--- config.mk ---
export PLATFORM = sky130hd
export DESIGN_NAME = bwr_watchdog_bank
export DESIGN_NICKNAME = d
export VERILOG_FILES = /design/src/hw/bwr_pkg.sv /design/src/hw/bwr_watchdog_bank.sv
export VERILOG_INCLUDE_DIRS = /design/src /design/src/hw
export SDC_FILE = /design/constraint.sdc
export NUM_CORES = 1
export LEC_CHECK = 0
export CAP_MARGIN = 20
export CORE_MARGIN = 1.5
export CORE_UTILIZATION = 57
export DETAILED_ROUTE_END_ITERATION = 16
export DONT_BUFFER_PORTS = 1
export GPL_TIMING_DRIVEN = 0
export PLACE_DENSITY = 0.84
export SLEW_MARGIN = 20
export SYNTH_ARGS = -nofsm -noshare
export SYNTH_HDL_FRONTEND = slang
export SYNTH_SLANG_ARGS = --single-unit
--- constraint.sdc ---
create_clock -name i_clk -period 3.6 [get_ports i_clk]
set_clock_uncertainty 0.15 [all_clocks]
set_input_delay 0 -clock i_clk [delete_from_list [all_inputs] [get_ports i_clk]]
set_output_delay 0 -clock i_clk [all_outputs]
set_load 0.1 [all_outputs]
--- src/hw/bwr_defines.svh ---
`ifndef BWR_DEFINES_SVH
`define BWR_DEFINES_SVH

// ****************************************
// register addresses (protocol address = number - 1)
// ****************************************
`define BWR_ADDR_SETPOINT      16'h0000
`define BWR_ADDR_OVERRIDE      16'h0001
`define BWR_ADDR_FLOW_SEL_LO   16'h000c
`define BWR_ADDR_FAULT_STATUS  16'h0068
`define BWR_ADDR_FAIL_SAFE     16'h006c
`define BWR_ADDR_WD_TIMEOUT    16'h006d
`define BWR_ADDR_FLOW_M3H      16'h006e
`define BWR_ADDR_FLOW_SEL_HI   16'h0071
`define BWR_ADDR_CTRL_MODE     16'h0074
`define BWR_ADDR_UNIT_SEL      16'h0075
`define BWR_ADDR_SP_ORIGIN     16'h0076

// ****************************************
// fields, ranges and reset values
// ****************************************
`define BWR_WD_FAULT_BIT       10
`define BWR_FAIL_SAFE_MAX      16'h2710
`define BWR_WD_TIMEOUT_MAX     16'h0e10
`define BWR_WD_DEFAULT_SEC     16'h0078
`define BWR_RST_FAIL_SAFE      16'h0000
`define BWR_RST_WD_TIMEOUT     16'h0000

// ****************************************
// timing
// ****************************************
`define BWR_SECOND_NS          1000000000
`define BWR_CLK_PERIOD_NS      5
`define BWR_TICKS_PER_SEC      (`BWR_SECOND_NS / `BWR_CLK_PERIOD_NS)

`endif

--- src/hw/bwr_pkg.sv ---
package bwr_pkg;

  // flow unit codes
  typedef enum logic [15:0] {
    BWR_UNIT_M3H = 16'h0001,
    BWR_UNIT_LPS = 16'h0002,
    BWR_UNIT_CFM = 16'h0006
  } bwr_unit_t;

  // setpoint origin codes
  typedef enum logic [0:0] {
    BWR_SRC_ANALOG = 1'b0,
    BWR_SRC_BUS    = 1'b1
  } bwr_src_t;

  // control mode codes
  typedef enum logic [0:0] {
    BWR_MODE_POSITION = 1'b0,
    BWR_MODE_FLOW     = 1'b1
  } bwr_mode_t;

endpackage

--- src/hw/bwr_watchdog_bank.sv ---
`timescale 1ns/1ps
`include "bwr_defines.svh"

module bwr_watchdog_bank #(
  parameter int P_TICKS_PER_SEC = `BWR_TICKS_PER_SEC
) (
  // clock and reset
  input  wire logic                 i_clk,
  input  wire logic                 i_rst,
  // register access from the frame decoder
  input  wire logic                 i_reg_wr,
  input  wire logic                 i_reg_rd,
  input  wire logic [15:0]          i_reg_addr,
  input  wire logic [15:0]          i_reg_wdata,
  output logic      [15:0]          o_reg_rdata,
  output logic                      o_reg_ack,
  output logic                      o_reg_err,
  // plant values
  input  wire logic [31:0]          i_nominal_flow_sel,
  input  wire logic [15:0]          i_nominal_flow_m3h,
  input  wire bwr_pkg::bwr_mode_t   i_control_mode,
  input  wire logic [15:0]          i_other_status,
  input  wire logic [15:0]          i_analog_setpoint,
  input  wire logic [15:0]          i_bus_setpoint,
  // actuator side
  output logic      [15:0]          o_actuator_target,
  output logic                      o_bus_fail,
  output bwr_pkg::bwr_unit_t        o_chosen_flow_unit
);
  import bwr_pkg::*;

  // a prescaler needs at least one tick per second, refused at elaboration
  if (P_TICKS_PER_SEC < 1) begin : g_bad_ticks
    $error("P_TICKS_PER_SEC must be at least 1");
  end

  // ****************************************
  // state
  // ****************************************
  typedef struct packed {
    logic [15:0] fail_safe;
    logic [15:0] timeout;
    logic        timeout_written;
    bwr_unit_t   unit;
    bwr_src_t    source;
    bwr_mode_t   mode;
    logic [31:0] presc;
    logic [15:0] secs;
    logic        fault;
    logic [15:0] target;
    logic [15:0] rdata;
    logic        ack;
    logic        err;
  } bwr_state_t;

  bwr_state_t st;
  bwr_state_t next_st;
  logic [15:0] eff_timeout;
  logic        renew;
  logic        active;
  logic        mapped;

  // effective timeout: untouched zero falls back to the default while a fail-safe is set
  always_comb begin
    if (!st.timeout_written && st.fail_safe != 16'h0000) begin
      eff_timeout = `BWR_WD_DEFAULT_SEC;
    end else begin
      eff_timeout = st.timeout;
    end
  end

  // renewal is any write to the setpoint or override address, answered by another bank
  assign renew  = i_reg_wr && (i_reg_addr == `BWR_ADDR_SETPOINT || i_reg_addr == `BWR_ADDR_OVERRIDE);
  // analog origin is hybrid mode; zero timeout disables detection
  assign active = (st.source == BWR_SRC_BUS) && (eff_timeout != 16'h0000);

  // address decode of this slice
  always_comb begin
    unique case (i_reg_addr)
      `BWR_ADDR_FLOW_SEL_LO, `BWR_ADDR_FAULT_STATUS, `BWR_ADDR_FAIL_SAFE, `BWR_ADDR_WD_TIMEOUT,
      `BWR_ADDR_FLOW_M3H, `BWR_ADDR_FLOW_SEL_HI, `BWR_ADDR_CTRL_MODE, `BWR_ADDR_UNIT_SEL,
      `BWR_ADDR_SP_ORIGIN: mapped = 1'b1;
      default:             mapped = 1'b0;
    endcase
  end

  // ****************************************
  // next state
  // ****************************************
  always_comb begin
    next_st       = st;
    next_st.ack   = 1'b0;
    next_st.err   = 1'b0;
    next_st.mode  = i_control_mode;

    // watchdog: a renewal or an inactive supervisor ends the fault at once
    if (renew || !active) begin
      next_st.presc = 32'h0;
      next_st.secs  = 16'h0;
      next_st.fault = 1'b0;
    end else if (!st.fault) begin
      if (st.presc == 32'(P_TICKS_PER_SEC - 1)) begin
        next_st.presc = 32'h0;
        next_st.secs  = st.secs + 16'h0001;
        if (st.secs + 16'h0001 >= eff_timeout) begin
          next_st.fault = 1'b1;
        end
      end else begin
        next_st.presc = st.presc + 32'h1;
      end
    end

    // register access; only this slice's addresses answer
    if ((i_reg_wr || i_reg_rd) && mapped) begin
      next_st.ack = 1'b1;
      if (i_reg_wr) begin
        unique case (i_reg_addr)
          `BWR_ADDR_FAIL_SAFE: begin
            // full mechanical range, independent of min/max
            if (i_reg_wdata <= `BWR_FAIL_SAFE_MAX) next_st.fail_safe = i_reg_wdata;
            else next_st.err = 1'b1;
          end
          `BWR_ADDR_WD_TIMEOUT: begin
            if (i_reg_wdata <= `BWR_WD_TIMEOUT_MAX) begin
              next_st.timeout         = i_reg_wdata;
              next_st.timeout_written = 1'b1;
            end else begin
              next_st.err = 1'b1;
            end
          end
          `BWR_ADDR_UNIT_SEL: begin
            unique case (i_reg_wdata)
              BWR_UNIT_M3H, BWR_UNIT_LPS, BWR_UNIT_CFM: next_st.unit = bwr_unit_t'(i_reg_wdata);
              default: next_st.err = 1'b1;
            endcase
          end
          `BWR_ADDR_SP_ORIGIN: begin
            if (i_reg_wdata <= 16'h0001) next_st.source = bwr_src_t'(i_reg_wdata[0]);
            else next_st.err = 1'b1;
          end
          default: next_st.err = 1'b1;  // read-only registers refuse writes
        endcase
      end else begin
        unique case (i_reg_addr)
          `BWR_ADDR_FLOW_SEL_LO:  next_st.rdata = i_nominal_flow_sel[15:0];
          `BWR_ADDR_FLOW_SEL_HI:  next_st.rdata = i_nominal_flow_sel[31:16];
          `BWR_ADDR_FLOW_M3H:     next_st.rdata = i_nominal_flow_m3h;
          `BWR_ADDR_FAIL_SAFE:    next_st.rdata = st.fail_safe;
          `BWR_ADDR_WD_TIMEOUT:   next_st.rdata = eff_timeout;
          `BWR_ADDR_CTRL_MODE:    next_st.rdata = {15'h0000, st.mode};
          `BWR_ADDR_UNIT_SEL:     next_st.rdata = st.unit;
          `BWR_ADDR_SP_ORIGIN:    next_st.rdata = {15'h0000, st.source};
          `BWR_ADDR_FAULT_STATUS: begin
            next_st.rdata = i_other_status;
            next_st.rdata[`BWR_WD_FAULT_BIT] = st.fault;
          end
          default:                next_st.rdata = 16'h0000;
        endcase
      end
    end

    // actuator target: fail-safe wins over either setpoint source
    if (next_st.fault) begin
      next_st.target = next_st.fail_safe;
    end else if (next_st.source == BWR_SRC_ANALOG) begin
      next_st.target = i_analog_setpoint;
    end else begin
      next_st.target = i_bus_setpoint;
    end
  end

  // ****************************************
  // state register
  // ****************************************
  always_ff @(posedge i_clk) begin
    if (i_rst) begin
      st                 <= '0;
      st.fail_safe       <= `BWR_RST_FAIL_SAFE;
      st.timeout         <= `BWR_RST_WD_TIMEOUT;
      st.unit            <= BWR_UNIT_M3H;
      st.source          <= BWR_SRC_BUS;
      st.mode            <= BWR_MODE_FLOW;
    end else begin
      st <= next_st;
    end
  end

  assign o_reg_rdata        = st.rdata;
  assign o_reg_ack          = st.ack;
  assign o_reg_err          = st.err;
  assign o_actuator_target  = st.target;
  assign o_bus_fail         = st.fault;
  assign o_chosen_flow_unit = st.unit;
endmodule // bwr_watchdog_bank

After elaboration in Yosys (flattened, before gate mapping)
Cells that the tools add are included.

storage, ports and cells
  bits in registers = 134
  output and inout port bits = 51

cells by class
  add/sub/neg operators = 2
  order comparisons = 4
  equality and inequality tests = 14
  mux-type cells = 27
  bitwise gates (word level) = 3
  reduce and logical (&&, ||, !) cells = 20

operators with widths
  cell                                                                     count
  16-bit case mux with 9 select lines                                      1
  16-bit by 7-bit == test with 1-bit output, second input constant         8
  16-bit two-way mux                                                       7
  50-bit two-way mux                                                       2
  17-bit two-way mux                                                       2
  32-bit by 1-bit adder with 32-bit output, second input constant          1
  16-bit by 1-bit == test with 1-bit output, second input constant         2
  32-bit by 28-bit == test with 1-bit output, second input constant        1
  32-bit two-way mux                                                       1
  16-bit nonzero test                                                      2
  16-bit by 1-bit adder with 16-bit output, second input constant          1
  16-bit by 2-bit == test with 1-bit output, second input constant         1
  16-bit by 3-bit == test with 1-bit output, second input constant         1
  16-bit by 4-bit == test with 1-bit output, second input constant         1
  16-bit greater-or-equal comparator                                       1
  16-bit by 1-bit <= comparator with 1-bit output, second input constant   1
  16-bit by 12-bit <= comparator with 1-bit output, second input constant  1
  16-bit by 14-bit <= comparator with 1-bit output, second input constant  1
  16-bit logical NOT                                                       1
  1-bit two-way mux                                                        12
  9-bit OR reduction                                                       1
  4-bit AND reduction                                                      2
  3-bit OR reduction                                                       2
  1-bit logical AND                                                        4
  other kinds (7)                                                          13

Longest topological paths before layout
Gate-level depths: netlist (run 1).

  word-level depth = 9
  gate-level depth with buffers = 16
  gate-level depth less buffers = 13

Worst setup path before layout (run 1)
No wires, ideal clock.

  kind = flip-flop to flip-flop
  start = reg st[35] (netlist name)
  end = reg st (netlist bit o_actuator_target[10])
  library setup time = 0.070 ns
  arrival = 3.406 ns
  required time = 3.380 ns
  path slack = -0.026 ns
  stages on the path, launching flop included = 16
  buffers on the path = 2
  cells stage by stage = dfxtp_1 -> ha_1 -> nand3_1 -> nor4_1 -> nand3_1 -> nor2_1 -> xor2_1 -> ha_1 -> nand4_1 -> nor2_1 -> a2111oi_0 -> o211a_1 -> clkbuf_1 -> clkbuf_1 -> o31ai_1 -> a21oi_1

between the ends
  longest elaborated chain between the ends = 7

RTL lines
  item                                      RTL line                  text
  from (decl)                               bwr_watchdog_bank.sv:56   bwr_state_t st;
  from (signal assigned)                    bwr_watchdog_bank.sv:184  st <= next_st;
  16-bit by 1-bit adder with 16-bit output  bwr_watchdog_bank.sv:105  if (st.secs + 16'h0001 >= eff_timeout) begin
  16-bit greater-or-equal comparator        bwr_watchdog_bank.sv:105
  1-bit two-way mux                         bwr_watchdog_bank.sv:105
  1-bit two-way mux                         bwr_watchdog_bank.sv:102  if (st.presc == 32'(P_TICKS_PER_SEC - 1)) begin
  1-bit two-way mux                         bwr_watchdog_bank.sv:101  end else if (!st.fault) begin
  1-bit two-way mux                         bwr_watchdog_bank.sv:97   if (renew || !active) begin
  16-bit two-way mux                        bwr_watchdog_bank.sv:163  if (next_st.fault) begin

Every way passes these cells.
A chain may end at the register's enable or synchronous reset.

Final worst setup path (run 1)
  start = reg st[37] (netlist name)
  end = reg st (netlist bit o_actuator_target[6])

Same word-level chain as after synthesis.

==> metrics.txt, run 1 <==
clock root cell clkbuf_16; PwrDens 367.4 nW/um2; Mean Syn Cell Area 8.688 um2; initial antenna violation count 1; Setup violations, final 0; Die Wd 118.6 um; fmax 285.0 MHz; Clock Sinks 134; DRC errors left 0; status completed; vias in the first global route 7500; worst path arrival time 3.73 ns; Post-synth EDFFs 0; CTS tree built; I/O pin cnt 184; CTS Buf Count 17; register area share after synthesis 35.21%; period utilization 97.47%; Antenna Cells 0; GPL Wtd Cong 0.9348; largest net degree at the start of global routing 17; number of synthesized register bits 134; Synthesized Nets 1028; first-pass GRT wire length 39690 um; Post-Syn Area 7620 um2; Final Hold Viols 0; footprint of the multi-input gates 4441 um2; Crit Path Category reg2reg; Initial Util 58.00%; FF+latch area 2689 um2; later-pin clock latency in the skew report 0.44 ns; # H-tree levels 4; Finished Core Util 71.74%; Vias/cell 6.566; Syn-to-layout area delta 23.69%; Mapped Cells 877; Slew Viols, Final 0; Iter 0 DRT Violations 1042; CTS Buffer Depth 2; Fill cells 897; WL final 26360 um; FF-to-FF path depth 14; Die ar. 14070 um2; row cnt 42; Wirelength per Cell 22.43 um; Pre-antenna DRT Iters 9; clk slew on worst S/H paths 0.07 ns; worst-margin pin slew 0.9500 ns; layout cells sized above 1 14.11%; Port Buf Inserts 0; via count 7715; Max transition margin 36.58%; CP startpoint kind flip-flop; Final min period 3.509 ns; HPWL after DPL 16190 um; max-cap violations 0; Synth warnings 0; Async SR Flop Fraction 0%; post-synthesis cell type count 70; GRT Total Usage 36.29%; hold depth 5; Final nets 1137; Core Box Area 13140 um2; Synth Flop Type dfxtp_1; dpl cells 1053; Die Ht 118.6 um; crit path max fanout 10; Min-Delay Path Class in2reg; Peak VDD IR 0.3792 mV; Final ANT Viol Nets 0; Leakage 3.671 nW; CP Capture Type flip-flop; fin cells 1175; global route total overflow 0; CP required 3.82 ns
==> per-stage QoR <==
step | hold slack [ns] | area, um2 | power [mW] | setup TNS [ns] | setup slack, ns
floorplan | -0.04619 | 7626 | 1.694 | 0 | 0.08050
global placement | -0.04477 | 7846 | 1.721 | -8.745 | -0.6402
detailed placement | -0.04317 | 7846 | 1.722 | -11.60 | -0.8105
CTS | 0.01076 | 9316 | 3.412 | 0 | 0.01019
global route | 0.06471 | 9425 | 3.517 | -0.3936 | -0.05809
finish | 0.02085 | 9425 | 3.463 | 0 | 0.09105
==> report_power, final <==
group | switching (mW) | internal [mW] | leakage [nW]
Sequential | 0.00398 | 1.49 | 1.09
Combinational | 0.174 | 0.103 | 2.31
Clock | 0.701 | 0.989 | 0.271
==> path summary, 6_finish.rpt <==
path | startpoint | to | slack, ns
setup / recovery | st[37] | o_actuator_target[6] | 0.09
hold reg to reg | o_reg_rdata[5] | o_reg_rdata[5] | 0.34
hold / removal | i_reg_addr[7] | o_chosen_flow_unit[2] | 0.02
setup reg to reg | st[37] | o_actuator_target[6] | 0.09
==> cell usage after synthesis, drive strengths merged, types with 3 or more instances <==
cell type / n / area [um2]
dfxtp: 134 / 2683
nor4: 15 / 123.9
o21ai: 20 / 100.1
xor2: 31 / 271.5
o211a: 10 / 100.1
xnor2: 22 / 192.7
nand3: 26 / 130.1
a311o: 3 / 30.03
mux2i: 37 / 370.4
or3: 8 / 50.05
a211oi: 5 / 37.54
clkbuf: 40 / 150.1
a21oi: 52 / 260.3
and2: 32 / 200.2
nand4: 22 / 143.9
inv: 5 / 18.77
a221oi: 3 / 26.28
nand2: 89 / 334.1
a222oi: 7 / 70.07
mux2: 25 / 281.5
o21a: 4 / 30.03
a2bb2oi: 3 / 26.28
a32oi: 10 / 87.58
nor2b: 9 / 56.30
ha: 18 / 225.2
nor2: 69 / 259.0
a211o: 4 / 35.03
and3: 23 / 143.9
nor4b: 4 / 50.05
nand2b: 5 / 31.28
and4: 7 / 61.31
or4: 3 / 22.52
o22ai: 13 / 81.33
nor3: 14 / 81.33
o31ai: 16 / 120.1
buf: 57 / 440.4
==> repair_timing <==
item | in CTS | in global routing
hold endpoints to repair | 64 | 0
buffers inserted | 2 | 3
pin swaps | 2 | 7
setup endpoints to repair | 17 | 29
resized for setup | 9 | 20
hold buffers | 86 | 0
==> sequential cells by signal, indices dropped and copies added (netlist names) <==
| signal | count |
|---|---|
| o_reg_rdata | 16 |
| o_chosen_flow_unit | 16 |
| o_bus_fail | 1 |
| o_reg_err | 1 |
| st | 83 |
| o_actuator_target | 16 |
| o_reg_ack | 1 |
==> final cells by class <==
type,count,area share [%]
buffer,96,6.279
clock buffer,22,4.925
clock inverter,10,1.049
inverter,6,0.2389
multi-input combinational,640,47.11
sequential,134,28.53
tap,176,2.336
timing repair buffer,91,9.531
==> worst max-delay path, cell delays in order, from the launching register on <==
cell      delay [ns]
dfxtp_1         0.48
and4_1          0.31
nand4_1         0.11
buf_4           0.18
nor4_4          0.29
xor2_1          0.13
ha_1            0.31
nand4_1         0.14
nor2_2          0.20
o211ai_1        0.12
o211a_2         0.32
or2_1           0.25
buf_6           0.14
buf_8           0.14
a21oi_2         0.16
==> cells by family (layout without fill, tap and decap cells) <==
| family | count (synthesis) | count (layout) | share of synthesized area [%] |
|---|---|---|---|
| AND/OR/NAND/NOR | 338 | 338 | 23.56 |
| AO/OA/AOI/OAI | 169 | 169 | 15.58 |
| flip-flops | 134 | 134 | 35.21 |
| buffers and inverters | 103 | 225 | 8.046 |
| multiplexers | 62 | 62 | 8.555 |
| XOR/XNOR | 53 | 53 | 6.092 |
| adder cells (fa/ha/maj) | 18 | 18 | 2.956 |
==> per-layer routing <==
| layer | part of all wire (%) | vias to the layer above | track usage, % |
|---|---|---|---|
| li1 | - | 3365 | - |
| met1 | 36 | 3593 | 42.84 |
| met2 | 45 | 602 | 57.52 |
| met3 | 14 | 155 | 13.13 |
| met4 | 5.1 | 0 | 19.58 |
| met5 | 0 | - | 0 |
==> placed cells by master, fill, tap and decap left out, drive strengths merged, types with 4 or more instances in the layout <==
master | synthesis | layout
mux2i | 37 | 37
buf | 57 | 63
o211a | 10 | 10
nor4 | 15 | 15
dlygate4sd3 | 0 | 86
o21ai | 20 | 20
or3 | 8 | 8
nor4b | 4 | 4
dfxtp | 134 | 134
o31ai | 16 | 16
a222oi | 7 | 7
xnor2 | 22 | 22
mux2 | 25 | 25
o21a | 4 | 4
clkinv | 1 | 7
nand2 | 89 | 89
a211o | 4 | 4
and3 | 23 | 23
nand3 | 26 | 26
a211oi | 5 | 5
o22ai | 13 | 13
inv | 5 | 6
a21oi | 52 | 52
xor2 | 31 | 31
clkbuf | 40 | 60
nor3 | 14 | 14
nor2b | 9 | 9
ha | 18 | 18
nor2 | 69 | 69
and2 | 32 | 32
a32oi | 10 | 10
nand4 | 22 | 22
nand2b | 5 | 5
and4 | 7 | 7
No activity file was read; power rests on OpenSTA's default activity.
==> run 2: changes to the inputs <==
--- a/config.mk
+++ b/config.mk
@@ -9,10 +9,12 @@
 export CAP_MARGIN = 20
 export CORE_MARGIN = 1.5
 export CORE_UTILIZATION = 57
+export CTS_CLUSTER_SIZE = 28
 export DETAILED_ROUTE_END_ITERATION = 16
 export DONT_BUFFER_PORTS = 1
 export GPL_TIMING_DRIVEN = 0
 export PLACE_DENSITY = 0.84
+export REMOVE_ABC_BUFFERS = 1
 export SLEW_MARGIN = 20
 export SYNTH_ARGS = -nofsm -noshare
 export SYNTH_HDL_FRONTEND = slang
==> metrics.txt, run 2 (synthesized netlist as in run 1, its figures left out) <==
Port Buf Inserts 0 (unchanged); Final nets 1057 (-7.0%); Seq pwr share 45.4% (+2.2 points); combinational share of power 5.4% (-2.6 points); CP startpoint kind flip-flop; CP Capture Type flip-flop; Max transition margin 23.89% (-13 points); Clock Sinks 134 (unchanged); Initial Util 58.00% (unchanged); Peak VDD IR 0.4649 mV (+23%); Pre-antenna DRT Iters 7 (-2); # H-tree levels 4 (unchanged); vias in the first global route 7102 (-5.3%); global route total overflow 0 (unchanged); HPWL after DPL 14450 um (-11%); most frequent cells in the layout dfxtp_1, dlygate4sd3_1, nand2_1, nor2_1, a21oi_1; status completed; setup ws final 0.07698 ns (-0.01407 ns); Leakage 3.407 nW (-7.2%); clk slew on worst S/H paths 0.06 ns (about the same); GRT Total Usage 33.66% (-2.6 points); commonest non-fill, non-tap cell in the layout dfxtp_1; CTS Buffer Depth 2 (unchanged); worst path arrival time 3.69 ns (-0.04 ns); WL final 24860 um (-5.7%); Final min period 3.523 ns (+0.01407 ns); DRC errors left 0 (unchanged); Wirelength per Cell 22.68 um (+1.1%); max reg flops 83 (unchanged); CP required 3.76 ns (-0.06 ns); GPL Wtd Cong 0.9288 (-0.64%); CTS tree built; FF+latch area 2689 um2 (unchanged); Final ANT Viol Nets 0 (unchanged); fmax 283.8 MHz (-0.40%); Slew Viols, Final 0 (unchanged); Final Hold Viols 0 (unchanged); initial antenna violation count 3 (+2); crit path max fanout 6 (-4); Crit Path Category reg2reg; Switching Share 24.94% (-0.44 points); Syn-to-layout area delta 17.95%; first-pass GRT wire length 37030 um (-6.7%); Min-Delay Path Class in2reg; row cnt 42 (unchanged); Internal 2.594 mW (+0.38%); footprint of the multi-input gates 4417 um2 (-0.54%); clock power share 49.3% (+0.5 points); largest net degree at the start of global routing 47 (+30); period utilization 97.86% (+0.39 points); largest reg by FF count st; Core Box Area 13140 um2 (unchanged); Setup violations, final 0 (unchanged); layout cells sized above 1 9.793% (-4.3 points); via count 7424 (-3.8%); worst-margin pin slew 1.138 ns (+0.1875 ns); Pwr Total 3.455 mW (-0.21%); PwrDens 384.5 nW/um2 (+4.7%); Die ar. 14070 um2 (unchanged); CTS Buf Count 17 (unchanged); Die Ht 118.6 um (unchanged); I/O pin cnt 184 (unchanged); Iter 0 DRT Violations 1400 (+34%); Die Wd 118.6 um (unchanged); max-cap violations 0 (unchanged); clock root cell clkbuf_16; Fill cells 904 (+0.78%); DP Worst Slack -0.9457 ns (-0.1352 ns); Switch Pwr 861.7 uW (-1.9%); Vias/cell 6.774 (+3.2%); later-pin clock latency in the skew report 0.44 ns (about the same)
## run 2: area by class of cell
class,instances,area share [%]
multi-input cells,640,49.14
flip-flops and latches,134,29.92
repair buffers,107,11.88
clock buffers,22,5.276
well taps,176,2.450
clock inverters,10,1.058
inverters,6,0.2506
diodes,1,0.02784
## run 2: worst paths after layout
| kind | to | cells after the start | from | slack, ns |
|---|---|---|---|---|
| max | o_reg_rdata[5] | 8 | st[118] | 0.08 |
| min | o_reg_rdata[14] | 3 | i_nominal_flow_sel[14] | 0.03 |
| max reg2reg | o_reg_rdata[5] | 8 | st[118] | 0.08 |
| min reg2reg | st[108] | 2 | st[108] | 0.33 |
## run 2: timing repair
item	in CTS	in global routing
setup endpoints to repair	19	17
pin swaps	2	5
gates resized for setup	9	16
hold buffers	99	1
setup buffers	3	2
cloned	0	0
endpoints found under the hold margin	80	12
## run 2: through the flow
stage | instance area (um2) | utilization [%] | hold WS (ns) | cells | TNS (ns)
floorplan | 7029 | - | -0.08093 | 780 | -1.413
global placement | 7249 | 55.18 | -0.07813 | 956 | -12.60
detailed placement | 7251 | 55.19 | -0.07497 | 956 | -14.61
CTS | 8865 | 67.48 | 0.006680 | 1090 | 0
global route | 8985 | 68.39 | 0.04725 | 1095 | -0.002764
finish | 8987 | 68.41 | 0.02952 | 1096 | 0
## run 2: worst max-delay path, stage by stage, from the launching register on
cell	delay, ns
dfxtp_1	0.34
nor4_1	0.57
a41oi_2	0.37
nor2_1	0.33
a2bb2oi_1	0.21
a311o_1	0.18
dlygate4sd3_1	0.56
a21oi_1	0.08
dlygate4sd3_1	0.60
## run 2: power groups by stage
stage	clock, mW	combinational [mW]	sequential, mW
2_1_floorplan	0	0.0653	1.60
3_3_place_gp	0	0.0846	1.60
3_5_place_dp	0	0.0858	1.60
4_1_cts	1.68	0.166	1.57
5_1_grt	1.75	0.190	1.57
6_report	1.70	0.185	1.57
## run 2: per-layer routing
metal / wire length (um) / global-route usage, % / vias to the layer above
met5: 22 / 0 / -
met4: 1162 / 16.94 / 4
met3: 3243 / 13.13 / 142
met2: 11400 / 53.56 / 641
met1: 9027 / 39.43 / 3442
li1: - / - / 3195
==> run 3: changes to the inputs <==
--- a/config.mk
+++ b/config.mk
@@ -8,12 +8,12 @@
 export LEC_CHECK = 0
 export CAP_MARGIN = 20
 export CORE_MARGIN = 1.5
-export CORE_UTILIZATION = 57
+export CORE_UTILIZATION = 29
 export CTS_CLUSTER_SIZE = 28
 export DETAILED_ROUTE_END_ITERATION = 16
 export DONT_BUFFER_PORTS = 1
 export GPL_TIMING_DRIVEN = 0
-export PLACE_DENSITY = 0.84
+export PLACE_DENSITY = 0.53
 export REMOVE_ABC_BUFFERS = 1
 export SLEW_MARGIN = 20
 export SYNTH_ARGS = -nofsm -noshare
==> metrics.txt, run 3 (synthesized netlist as in run 1, its figures left out) <==
status completed; initial antenna violation count 0 (-3); via count 6805 (-8.3%); max-cap violations 0 (unchanged); Core Box Area 25910 um2 (+97%); CTS tree built; global route total overflow 0 (unchanged); CP required 3.77 ns (about the same); Pwr Total 3.384 mW (-2.1%); largest net degree at the start of global routing 47 (unchanged); WL final 24790 um (-0.28%); Setup violations, final 0 (unchanged); CTS Buf Count 17 (unchanged); crit path max fanout 4 (-2); Die ar. 27260 um2 (+94%); Max transition margin 31.97% (+8.1 points); PwrDens 362.2 nW/um2 (-5.8%); Hold WS 0.02494 ns (-0.004580 ns); row cnt 59 (+40%); Min-Delay Path Class in2reg; largest reg by FF count st; slowest stage delay, CP 0.61 ns (about the same); Reg2Reg Setup Slack 0.14 ns (+0.06 ns); Final min period 3.468 ns (-0.05527 ns); CP Capture Type flip-flop; clock root cell clkbuf_16; Wirelength per Cell 19.52 um (-14%); Peak VDD IR 0.2787 mV (-40%); Final Hold Viols 0 (unchanged); Antenna Cells 0 (-1); GPL Wtd Cong 0.8613 (-7.3%); commonest non-fill, non-tap cell in the layout dfxtp_1; footprint of the multi-input gates 4442 um2 (+0.57%); GRT Total Usage 17.72% (-16 points); Slew Viols, Final 0 (unchanged); worst-margin pin slew 1.019 ns (-0.1185 ns); CTS Buffer Depth 2 (unchanged); Crit Path Category in2reg; Port Buf Inserts 0 (unchanged); layout cells sized above 1 10.59% (+0.79 points); first-pass GRT wire length 36270 um (-2.1%); Pre-antenna DRT Iters 8 (+1); most frequent cells in the layout dfxtp_1, dlygate4sd3_1, nand2_1, nor2_1, a21oi_1; critical-path cell list dlygate4sd3_1 > or4_1 > nor4b_4 > nand2_1 > nor4_4 > mux2i_1 > dlygate4sd3_1 > nor2_1 > dlygate4sd3_1; vias in the first global route 6440 (-9.3%); FF+latch area 2689 um2 (unchanged); Final nets 1073 (+1.5%); max reg flops 83 (unchanged); Leakage 3.457 nW (+1.5%); Final ANT Viol Nets 0 (unchanged); Clock Sinks 134 (unchanged); later-pin clock latency in the skew report 0.43 ns (about the same); HPWL after DPL 17250 um (+19%); Syn-to-layout area delta 22.63%; Vias/cell 5.358 (-21%); Die Ht 165.1 um (+39%); Fill cells 2669 (+200%); # H-tree levels 4 (unchanged); Initial Util 29.41% (-29 points); Iter 0 DRT Violations 586 (-58%); clk slew on worst S/H paths 0.06 ns (about the same); most used cell, CP dlygate4sd3_1; crit path max-delay cell type dlygate4sd3_1; fmax 288.4 MHz (+1.6%); RSZ-0062 raised after global routing no; I/O pin cnt 184 (unchanged); period utilization 96.33% (-1.5 points); DRC errors left 0 (unchanged); worst path arrival time 3.63 ns (-0.06 ns); Die Wd 165.1 um (+39%); CP startpoint kind input port
## run 3: cell types whose count changed in the layout (fill, tap and decap cells not counted), moves of 2 or more
cell	before	now
dfxtp_1	129	131
o31ai_1	16	13
clkinv_4	2	5
buf_4	5	7
clkbuf_1	2	0
o31ai_2	0	3
dlygate4sd3_1	99	112
dfxtp_2	5	2
## run 3: metrics by stage
stage          util [%]  cells  setup TNS (ns)  instance area, um2  worst slack [ns]
2_1_floorplan         -    780          -1.413                7029           -0.1412
3_3_place_gp      28.75   1115          -18.58                7448            -1.074
3_5_place_dp      28.82   1116          -19.57                7467            -1.056
4_1_cts           35.58   1264               0                9219           0.02893
5_1_grt           36.06   1270               0                9344          0.004334
6_report          36.06   1270               0                9344            0.1322
## run 3: area by class of cell
cell class | instances | share of cell area (%)
inverter | 6 | 0.2544
sequential | 134 | 28.78
clock inverter | 13 | 1.085
tap | 335 | 4.486
timing repair buffer | 122 | 13.02
multi-input combinational | 641 | 47.54
clock buffer | 19 | 4.847
## run 3: final timing paths
check / cells after the start / from / endpoint
setup / recovery: 9 / i_reg_wdata[4] / o_chosen_flow_unit[2]
hold / removal: 4 / i_reg_addr[0] / o_reg_rdata[0]
setup reg to reg: 14 / st[35] / o_actuator_target[15]
hold reg to reg: 2 / st[36] / st[36]
## run 3: power breakdown
group	switching, mW	internal [mW]	total (mW)
Combinational	0.0808	0.0907	0.172
Sequential	0.0751	1.49	1.57
Clock	0.722	0.923	1.65
## run 3: repair_timing
item,in CTS,in global routing
hold endpoints to repair,81,20
hold buffers,112,1
pin swaps,2,5
endpoints found under the setup margin,46,50
setup buffers,4,4
cloned,0,1
resized for setup,9,20
## run 3: layer usage
| metal | GRT usage (%) | vias to the layer above | share of wire [%] |
|---|---|---|---|
| met4 | 6.511 | 0 | 2.0 |
| met3 | 4.920 | 41 | 9.5 |
| met5 | 0 | - | 0 |
| met2 | 26.63 | 301 | 44 |
| li1 | - | 3243 | - |
| met1 | 24.05 | 3220 | 45 |
## run 3: worst max-delay path, delay by kind of cell
family,cells,cell delay (ns)
and+or+nand+nor,5,1.67
muxes,1,0.22
buffers and inverters,3,1.75
